**src/hw/sdd_cfg.svh**
```systemverilog
`ifndef SDD_CFG_SVH
`define SDD_CFG_SVH
// Register addresses on the special function register bus
`define SDD_ADDR_MAIN      8'h95
`define SDD_ADDR_CLOCK     8'h96
`define SDD_ADDR_SEGEN1    8'h97
`define SDD_ADDR_SECOND    8'h9c
`define SDD_ADDR_POINTER   8'hac
`define SDD_ADDR_DATA      8'hae
`define SDD_ADDR_THIRD     8'hb1
`define SDD_ADDR_SEGEN2    8'hed
// Main configuration fields
`define SDD_BIT_ENABLE     7
`define SDD_BIT_CLEAR      6
`define SDD_BIT_BLINK      5
`define SDD_BIT_SLEEP_OFF  4
`define SDD_BIT_DRIVE_CLOCK_SELECT     3
`define SDD_BIT_BIAS       2
`define SDD_MUX_HI         1
`define SDD_MUX_LO         0
// Secondary configuration fields
`define SDD_BIT_LADDER     6
`define SDD_BIAS_LVL_HI    5
`define SDD_BIAS_LVL_LO    0
// Clock register fields
`define SDD_BLK_SRC_HI     7
`define SDD_BLK_SRC_LO     6
`define SDD_BLK_RATE_HI    5
`define SDD_BLK_RATE_LO    4
`define SDD_FRAME_HI       3
`define SDD_FRAME_LO       0
// Reset values
`define SDD_RST_MAIN       8'h00
`define SDD_RST_CLOCK      8'h00
`define SDD_RST_SEGEN      8'h00
`define SDD_RST_SECOND     8'h00
`define SDD_RST_THIRD      8'h00
`define SDD_RST_POINTER    8'h00
// Timing
`define SDD_SYS_HZ         20000000
`define SDD_DRIVE_FAST_HZ  2048
`define SDD_DRIVE_SLOW_HZ  128
`define SDD_DIV_FAST       (`SDD_SYS_HZ / (2 * `SDD_DRIVE_FAST_HZ))
`define SDD_DIV_SLOW       (`SDD_SYS_HZ / (2 * `SDD_DRIVE_SLOW_HZ))
`endif

```
**src/hw/sdd_pkg.sv**
```systemverilog
package sdd_pkg;
    typedef enum logic [1:0]
    {
        SDD_MUX_RSVD = 2'h0,
        SDD_MUX_2    = 2'h1,
        SDD_MUX_3    = 2'h2,
        SDD_MUX_4    = 2'h3
    } sdd_mux_t;

    typedef struct packed
    {
        logic     display_enable;
        logic     segment_data_clear;
        logic     blink_enable;
        logic     sleep_display_off;
        logic     drive_clock_select;
        logic     bias_third;
        sdd_mux_t multiplex_level;
    } sdd_main_t;

    typedef struct packed
    {
        logic [1:0] blink_source;
        logic [1:0] blink_rate;
        logic [3:0] frame_divide;
    } sdd_clock_t;

    typedef struct packed
    {
        logic       wr;
        logic       rd;
        logic [7:0] addr;
        logic [7:0] wdata;
    } sdd_sfr_req_t;

    typedef struct packed
    {
        logic shared_a_is_common;
        logic shared_b_is_common;
        logic shared_a_enabled;
        logic shared_b_enabled;
    } sdd_pin_role_t;
endpackage : sdd_pkg
```
**src/hw/sdd_display_config.sv**
```systemverilog
`timescale 1ns/1ns
`default_nettype none
`include "sdd_cfg.svh"
// How it works
// - Driver runs only while enable bit set
// - Clear bit zeroes every segment data register
// - Blink bit enables blinking per clock register
// - Sleep-off bit forces display off in sleep
// - Clock select: 2048 Hz clear, 128 Hz set
// - Mux 00 reserved; 01 both pins segments
// - Mux 10: pin a segment, b common
// - Mux 11: both shared pins are commons
// - Ladder bit: ladder on, charge pump off
// - Drives up to 16 segments by 4 commons
// - Works in all power modes, sleep-gated
// - Shared pin needs its segment-enable bit
// - Clock register sets frame and blink rates
// - Eight registers readable and writable by address
module sdd_display_config
    import sdd_pkg::*;
#(
    parameter int unsigned MEM_WORDS = 16,
    parameter int unsigned DIV_FAST  = `SDD_DIV_FAST,
    parameter int unsigned DIV_SLOW  = `SDD_DIV_SLOW
)
(
    input  wire logic          clk_sys,
    input  wire logic          sys_rst,
    input  wire sdd_sfr_req_t  sfr_req,
    output logic [7:0]         sfr_rdata,
    output logic               sfr_hit,
    input  wire logic          sleep_power_mode,
    output logic               display_active,
    output logic               drive_clk,
    output logic               drive_tick,
    output logic               blink_active,
    output sdd_clock_t         clock_setting,
    output sdd_mux_t           multiplex_level,
    output logic               bias_third,
    output logic               ladder_select,
    output logic               charge_pump_on,
    output logic [5:0]         bias_level_select,
    output sdd_pin_role_t      pin_role,
    output logic [15:0]        segment_pin_enable,
    output logic [7:0]         third_config,
    input  wire logic [7:0]    seg_read_index,
    output logic [7:0]         seg_read_data
);
    // ------------------------------------------------------------
    // Parameter check
    // ------------------------------------------------------------
    localparam int AW = $clog2(MEM_WORDS);

    initial
    begin
        if (MEM_WORDS < 9 || MEM_WORDS > 256)
            $error("sdd_display_config: MEM_WORDS out of range");
        if (DIV_FAST < 1 || DIV_SLOW < DIV_FAST)
            $error("sdd_display_config: drive dividers out of range");
    end

    // ------------------------------------------------------------
    // Sleep input synchroniser
    // ------------------------------------------------------------
    logic sleep_meta_q;
    logic sleep_q;

    always_ff @(posedge clk_sys or posedge sys_rst)
    begin
        if (sys_rst)
        begin
            sleep_meta_q <= 1'b0;
            sleep_q      <= 1'b0;
        end
        else
        begin
            sleep_meta_q <= sleep_power_mode;
            sleep_q      <= sleep_meta_q;
        end
    end

    // ------------------------------------------------------------
    // Register write decode
    // ------------------------------------------------------------
    function automatic logic wr_hit(input sdd_sfr_req_t r,
                                    input logic [7:0] a);
        return r.wr && (r.addr == a);
    endfunction : wr_hit

    // Index check kept one bit wider so a full 256-word memory still fits
    function automatic logic mem_ok(input logic [7:0] idx);
        return {1'b0, idx} < 9'(MEM_WORDS);
    endfunction : mem_ok

    // ------------------------------------------------------------
    // Register storage
    // ------------------------------------------------------------
    sdd_main_t  main_q;
    sdd_clock_t clock_q;
    logic [7:0] segen1_q;
    logic [7:0] segen2_q;
    logic [7:0] second_q;
    logic [7:0] third_q;
    logic [7:0] pointer_q;
    logic [7:0] mem_q [MEM_WORDS];
    logic       clear_req;
    logic       data_wr;

    // Clear bit is self-clearing: a write with it set zeroes memory
    assign clear_req = wr_hit(sfr_req, `SDD_ADDR_MAIN)
                       && sfr_req.wdata[`SDD_BIT_CLEAR];
    assign data_wr   = wr_hit(sfr_req, `SDD_ADDR_DATA)
                       && mem_ok(pointer_q);

    always_ff @(posedge clk_sys or posedge sys_rst)
    begin
        if (sys_rst)
            main_q <= sdd_main_t'(`SDD_RST_MAIN);
        else if (wr_hit(sfr_req, `SDD_ADDR_MAIN))
        begin
            main_q                    <= sdd_main_t'(sfr_req.wdata);
            main_q.segment_data_clear <= 1'b0;
        end
    end

    always_ff @(posedge clk_sys or posedge sys_rst)
    begin
        if (sys_rst)
            clock_q <= sdd_clock_t'(`SDD_RST_CLOCK);
        else if (wr_hit(sfr_req, `SDD_ADDR_CLOCK))
            clock_q <= sdd_clock_t'(sfr_req.wdata);
    end

    always_ff @(posedge clk_sys or posedge sys_rst)
    begin
        if (sys_rst)
        begin
            segen1_q <= `SDD_RST_SEGEN;
            segen2_q <= `SDD_RST_SEGEN;
        end
        else
        begin
            if (wr_hit(sfr_req, `SDD_ADDR_SEGEN1))
                segen1_q <= sfr_req.wdata;
            if (wr_hit(sfr_req, `SDD_ADDR_SEGEN2))
                segen2_q <= sfr_req.wdata;
        end
    end

    always_ff @(posedge clk_sys or posedge sys_rst)
    begin
        if (sys_rst)
        begin
            second_q <= `SDD_RST_SECOND;
            third_q  <= `SDD_RST_THIRD;
        end
        else
        begin
            if (wr_hit(sfr_req, `SDD_ADDR_SECOND))
                second_q <= sfr_req.wdata & 8'h7f;
            if (wr_hit(sfr_req, `SDD_ADDR_THIRD))
                third_q <= sfr_req.wdata;
        end
    end

    always_ff @(posedge clk_sys or posedge sys_rst)
    begin
        if (sys_rst)
            pointer_q <= `SDD_RST_POINTER;
        else if (wr_hit(sfr_req, `SDD_ADDR_POINTER))
            pointer_q <= sfr_req.wdata;
    end

    // ------------------------------------------------------------
    // Segment memory
    // ------------------------------------------------------------
    always_ff @(posedge clk_sys or posedge sys_rst)
    begin
        if (sys_rst)
        begin
            for (int i = 0; i < MEM_WORDS; i++)
                mem_q[i] <= 8'h00;
        end
        else if (clear_req)
        begin
            for (int i = 0; i < MEM_WORDS; i++)
                mem_q[i] <= 8'h00;
        end
        // Writes beyond the memory are dropped; a clear beats a data write
        else if (data_wr)
            mem_q[pointer_q[AW-1:0]] <= sfr_req.wdata;
    end

    // ------------------------------------------------------------
    // Display-side read port
    // ------------------------------------------------------------
    // Rows past the memory scan out blank
    always_ff @(posedge clk_sys or posedge sys_rst)
    begin
        if (sys_rst)
            seg_read_data <= 8'h00;
        else if (mem_ok(seg_read_index))
            seg_read_data <= mem_q[seg_read_index[AW-1:0]];
        else
            seg_read_data <= 8'h00;
    end

    // ------------------------------------------------------------
    // Register read
    // ------------------------------------------------------------
    always_comb
    begin
        // Clear bit of the main register always reads back 0
        sfr_hit   = 1'b1;
        sfr_rdata = 8'h00;
        case (sfr_req.addr)
            `SDD_ADDR_MAIN:    sfr_rdata = main_q;
            `SDD_ADDR_CLOCK:   sfr_rdata = clock_q;
            `SDD_ADDR_SEGEN1:  sfr_rdata = segen1_q;
            `SDD_ADDR_SECOND:  sfr_rdata = second_q;
            `SDD_ADDR_POINTER: sfr_rdata = pointer_q;
            `SDD_ADDR_DATA:
            begin
                if (mem_ok(pointer_q))
                    sfr_rdata = mem_q[pointer_q[AW-1:0]];
            end
            `SDD_ADDR_THIRD:   sfr_rdata = third_q;
            `SDD_ADDR_SEGEN2:  sfr_rdata = segen2_q;
            default:           sfr_hit = 1'b0;
        endcase
    end

    // ------------------------------------------------------------
    // Driver state
    // ------------------------------------------------------------
    logic sleep_blank;
    logic mux_valid;

    // Sleep gating keeps the driver alive in every other mode
    assign sleep_blank    = sleep_q && main_q.sleep_display_off;
    assign mux_valid      = main_q.multiplex_level != SDD_MUX_RSVD;
    assign display_active = main_q.display_enable
                            && !sleep_blank && mux_valid;
    // Reference for sleep operation is software's duty
    assign blink_active   = display_active && main_q.blink_enable;
    assign clock_setting  = clock_q;
    assign multiplex_level = main_q.multiplex_level;
    assign bias_third     = main_q.bias_third;
    assign ladder_select  = second_q[`SDD_BIT_LADDER];
    assign charge_pump_on = !second_q[`SDD_BIT_LADDER];
    assign bias_level_select = second_q[`SDD_BIAS_LVL_HI:`SDD_BIAS_LVL_LO];
    assign third_config   = third_q;
    assign segment_pin_enable = {segen2_q, segen1_q};

    // ------------------------------------------------------------
    // Shared pin roles
    // ------------------------------------------------------------
    always_comb
    begin
        pin_role = '0;
        case (main_q.multiplex_level)
            SDD_MUX_2:
            begin
                pin_role.shared_a_is_common = 1'b0;
                pin_role.shared_b_is_common = 1'b0;
            end
            SDD_MUX_3:
            begin
                pin_role.shared_a_is_common = 1'b0;
                pin_role.shared_b_is_common = 1'b1;
            end
            SDD_MUX_4:
            begin
                pin_role.shared_a_is_common = 1'b1;
                pin_role.shared_b_is_common = 1'b1;
            end
            default:
                pin_role = '0;
        endcase
        // Shared pins are the top two enable bits of the second register
        pin_role.shared_a_enabled = segen2_q[6];
        pin_role.shared_b_enabled = segen2_q[7];
    end

    // ------------------------------------------------------------
    // Drive clock
    // ------------------------------------------------------------
    sdd_drive_clock #(
        .DIV_FAST (DIV_FAST),
        .DIV_SLOW (DIV_SLOW)
    ) u_drive_clock (
        .clk_sys     (clk_sys),
        .sys_rst     (sys_rst),
        .run         (display_active),
        .slow_select (main_q.drive_clock_select),
        .drive_clk   (drive_clk),
        .drive_tick  (drive_tick)
    );
endmodule : sdd_display_config
`default_nettype wire

```
**src/hw/sdd_drive_clock.sv**
```systemverilog
`timescale 1ns/1ns
`default_nettype none
`include "sdd_cfg.svh"
// Divides the system clock into the selected display drive clock tick
module sdd_drive_clock
    import sdd_pkg::*;
#(
    parameter int unsigned DIV_FAST = `SDD_DIV_FAST,
    parameter int unsigned DIV_SLOW = `SDD_DIV_SLOW
)
(
    input  wire logic clk_sys,
    input  wire logic sys_rst,
    input  wire logic run,
    input  wire logic slow_select,
    output logic      drive_clk,
    output logic      drive_tick
);
    localparam int CW = $clog2(DIV_SLOW + 1);

    logic [CW-1:0] cnt_q;
    logic [CW-1:0] limit;

    initial
    begin
        if (DIV_FAST < 1 || DIV_SLOW < DIV_FAST)
            $error("sdd_drive_clock: bad divider");
    end

    assign limit = slow_select ? CW'(DIV_SLOW - 1) : CW'(DIV_FAST - 1);

    always_ff @(posedge clk_sys or posedge sys_rst)
    begin
        if (sys_rst)
            cnt_q <= '0;
        else if (!run || cnt_q >= limit)
            cnt_q <= '0;
        else
            cnt_q <= cnt_q + CW'(1);
    end

    always_ff @(posedge clk_sys or posedge sys_rst)
    begin
        if (sys_rst)
            drive_clk <= 1'b0;
        else if (!run)
            drive_clk <= 1'b0;
        else if (cnt_q >= limit)
            drive_clk <= ~drive_clk;
    end

    assign drive_tick = run && (cnt_q >= limit) && drive_clk;
endmodule : sdd_drive_clock
`default_nettype wire

```
**config.mk**
```make
export PLATFORM = sky130hd
export DESIGN_NAME = sdd_display_config
export DESIGN_NICKNAME = d
export VERILOG_FILES = /design/src/hw/sdd_pkg.sv /design/src/hw/sdd_display_config.sv /design/src/hw/sdd_drive_clock.sv
export VERILOG_INCLUDE_DIRS = /design/src /design/src/hw
export SDC_FILE = /design/constraint.sdc
export NUM_CORES = 1
export LEC_CHECK = 0
export BUFFER_PORTS_ARGS = -buffer_cell sky130_fd_sc_hd__buf_2
export CORE_ASPECT_RATIO = 0.5
export CORE_MARGIN = 2
export CORE_UTILIZATION = 60
export CTS_CLUSTER_DIAMETER = 100
export DETAILED_ROUTE_END_ITERATION = 6
export PLACE_DENSITY = 0.78
export SLEW_MARGIN = 20
export SYNTH_ARGS = -nofsm -noshare
export SYNTH_HDL_FRONTEND = slang
export SYNTH_SLANG_ARGS = --single-unit
```
**constraint.sdc**
```tcl
create_clock -name clk_sys -period 9.2 [get_ports clk_sys]
set_input_delay 2.3 -clock clk_sys [delete_from_list [all_inputs] [get_ports clk_sys]]
set_output_delay 2.3 -clock clk_sys [all_outputs]
set_load 0.01 [all_outputs]
```
==> PnR_summary.wiki <==
{| class="wikitable"
! Metric !! Value
|-
| Largest clock skew in the final design || 0.00972 ns
|-
| Final RePlAce weighted congestion || 0.963
|-
| Synth-to-Final Area Change || 8.42%
|-
| CP max FO || 43
|-
| Initial DRT Pass Iterations || 7
|-
| Classification of the worst setup path || primary input to output pin
|-
| Number of buffers created by CTS || 20
|-
| Grt total ovfl || 0
|-
| Hold buffers post-CTS || 0
|-
| Layout cells sized above 1 || 22.1%
|-
| Final critical-path required period || 7.02 ns
|-
| Worst slew slack as a fraction of its limit || 23.2%
|-
| Class of the tightest hold or removal check || register to register
|-
| Nature of the critical path startpoint || primary input
|-
| Cells after Synth || 1144
|-
| DRC violation count after routing || 0
|-
| Maximum operating frequency || 143 MHz
|-
| Layout Cells excl Fill || 1420
|-
| Clock-pin slew reported for the worst setup and hold paths after clock tree synthesis || 0.07 ns
|-
| Total leakage power || 5.53 nW
|-
| Routed length per placed instance || 27.3 um
|-
| # H-tree levels || 1
|-
| Most frequent standard cell in the layout excluding fill and tap cells || sky130_fd_sc_hd__dfrtp_1
|-
| Final clock period utilization by the worst path || 76.3%
|-
| Final design area excluding fillers || 0.0135 sq mm
|-
| Number of library cell types mapped by synthesis || 72
|-
| Total of endpoints with negative setup slack in the final report || 0
|-
| Final #Nets || 1172
|-
| Worst Tran Pin Value || 1.15 ns
|-
| FFs w/ async S/R, synth || 100%
|-
| Hold Slack || 0.373 ns
|-
| Number of filler instances in the final layout || 1477
|-
| Register area share after synthesis || 42.2%
|-
| Critical Path End Type || output pin
|-
| Post CTS Setup Buffer Count || 0
|-
| Met2 WL post-DR || 17.0 mm
|-
| Maximum Capacitance Violations || 0
|-
| Sink Count || 210
|-
| Arr. time, crit path || 4.72 ns
|-
| # diodes || 0
|-
| Run status || complete, no violations
|-
| GRT Resource Usage Total || 35.4%
|-
| Count of pins over their slew limit || 0
|-
| Number of enable-type register cells in the synthesized netlist || 0
|-
| Highest metal layer with signal wires || met4
|-
| Number of antenna violations at the first check in global routing || 1
|-
| Post-Route Setup TNS || 0 ns
|-
| Leading cell types in the layout, fill and taps excluded || sky130_fd_sc_hd__dfrtp_1 (209), sky130_fd_sc_hd__nand4_1 (138), sky130_fd_sc_hd__a21oi_1 (137)
|-
| Synth Net Count || 1182
|-
| Synth warn || 0
|-
| Power per unit of standard cell area || 151 mW/mm^2
|-
| Post-Place Worst Slack || 2.10 ns
|-
| Total Power || 2.04 mW
|-
| Detailed router's first-iteration violation count || 1869
|-
| Reg-to-reg setup timing slack || 5.80 ns
|-
| Die Outline Area || 0.0220 sq mm
|-
| Core area || 0.0205 sq mm
|-
| Final worst-path setup slack || 2.18 ns
|-
| Root buffer cell || sky130_fd_sc_hd__clkbuf_16
|-
| Max rail drop VDD || 0.101 mV
|-
| Ys flop type || sky130_fd_sc_hd__dfrtp_1
|-
| Total area of sequential cells || 0.00526 sq mm
|-
| Detail Placement HPWL || 23.6 mm
|-
| Area of combinational cells with multiple inputs || 0.00651 sq mm
|-
| Std-Cell Rows || 37
|-
| Number of gates resized after cts || 0
|-
| Maximum number of pins on one net before global-route repair || 152
|-
| Via total after detailed routing || 10840
|-
| Clock latency at the later pin of the worst-skew pair || 0.51 ns
|-
| Antenna violation net count after detailed routing || 0
|-
| Avg Vias per Cell || 7.63
|-
| Vias in the first global route || 10649
|-
| Post-Syn Area per Cell || 10.9 sq um
|-
| Starting utilization of the core area || 60.9%
|-
| Met1 Routed Length || 14.8 mm
|-
| Post-layout util || 66.0%
|-
| DIE WIDTH || 208 um
|-
| First-pass GRT wire length || 61.1 mm
|-
| Cell area after technology mapping || 0.0125 sq mm
|-
| Required time at the endpoint of the critical path || 6.90 ns
|-
| I/O Pins || 97
|-
| Flops & latches, synth || 210
|-
| Vertical extent of the die || 106 um
|-
| Area after DPL || 0.0128 sq mm
|-
| Placed cell count || 1385
|-
| Post-Route WL || 38.8 mm
|-
| CTS tree || done
|-
| Final Hold Violating Endpoints || 0
|-
| IO buf count || 95
|-
| Sum of met3 wire segment lengths after detailed routing || 5.16 mm
|-
| Buffer levels on the longest clock path || 3
|-
| Setup repair after global routing missed its margin || false
|}
per-layer routing:
metal  vias up  GRT usage, %
met2       828          51.4
met3       148          11.3
met5         -             0
li1       4498             -
met1      5366          49.0
met4         0          16.3
final cells by class:
| type | instances | area share [%] |
|---|---|---|
| tap | 273 | 2.53 |
| inverter | 14 | 0.482 |
| multi-input combinational | 770 | 48.2 |
| timing repair buffer | 118 | 4.80 |
| clock buffer | 31 | 4.54 |
| clock inverter | 4 | 0.519 |
| sequential | 210 | 38.9 |
final timing paths:
| path | startpoint | endpoint | cells past startpoint |
|---|---|---|---|
| min in group asynchronous | sys_rst | u_drive_clock.cnt_q[3] | 2 |
| max in group asynchronous | sys_rst | mem_q[18] | 3 |
| setup / recovery | sfr_req[13] | sfr_rdata[7] | 6 |
| hold / removal | sleep_meta_q | sleep_q | 0 |
| setup reg to reg | pointer_q[0] | mem_q[82] | 5 |
| hold reg to reg | sleep_meta_q | sleep_q | 0 |
worst max-delay path, stage by stage:
cell and delay [ns]:
sky130_fd_sc_hd__buf_2 0.20, sky130_fd_sc_hd__nand4b_1 0.51, sky130_fd_sc_hd__nor2_4 1.01, sky130_fd_sc_hd__a31oi_1 0.21
sky130_fd_sc_hd__o221ai_1 0.28, sky130_fd_sc_hd__buf_2 0.19
where the power goes:
part,total (mW),internal (mW),switching (mW)
sequential,0.952,0.937,0.0154
combinational,0.199,0.0511,0.148
clock,0.888,0.514,0.374
total,2.04,1.50,0.538
logic make-up after synthesis:
family          Yosys count  share of synthesized area [%]
flops                   210                           42.2
compound gates          328                           17.2
fa+ha+maj                 9                          0.904
simple gates            286                           14.3
buf+inv                 164                           5.88
xor+xnor                 12                          0.844
mux                     135                           18.7
cell usage after synthesis (all sizes together), types with 4 or more instances:
cell type	n	share of area [%]
nor2	30	0.92
mux2i	9	0.72
mux2	54	4.9
a31oi	5	0.25
xor2	5	0.35
and3	4	0.20
nor2b	16	0.80
nor4	10	0.79
o221ai	6	0.42
a22oi	16	0.96
nand4	142	7.3
o21ai	4	0.16
dfrtp	210	42
nand2	23	0.73
ha	9	0.90
or4	5	0.33
o2bb2ai	6	0.42
a21oi	137	5.5
clkbuf	76	2.3
buf	74	3.2
nand2b	6	0.30
o31ai	130	7.8
mux4	72	13
a21o	7	0.42
nand3	14	0.64
inv	13	0.39
xnor2	7	0.49
nor3	9	0.40
and2	7	0.35
registers in the layout, summed over array words and instances, names as in the netlist:
| name | cells |
|---|---|
| segen2_q | 8 |
| u_drive_clock.cnt_q | 17 |
| u_drive_clock.drive_clk | 1 |
| second_q | 7 |
| third_config | 8 |
| seg_read_data | 8 |
| bias_third | 1 |
| mem_q | 128 |
| pointer_q | 8 |
| main_q | 4 |
| sleep_q | 1 |
| segen1_q | 8 |
| clock_setting | 8 |
| sleep_meta_q | 1 |
| multiplex_level | 2 |
Power figures use the tool's default switching activity.
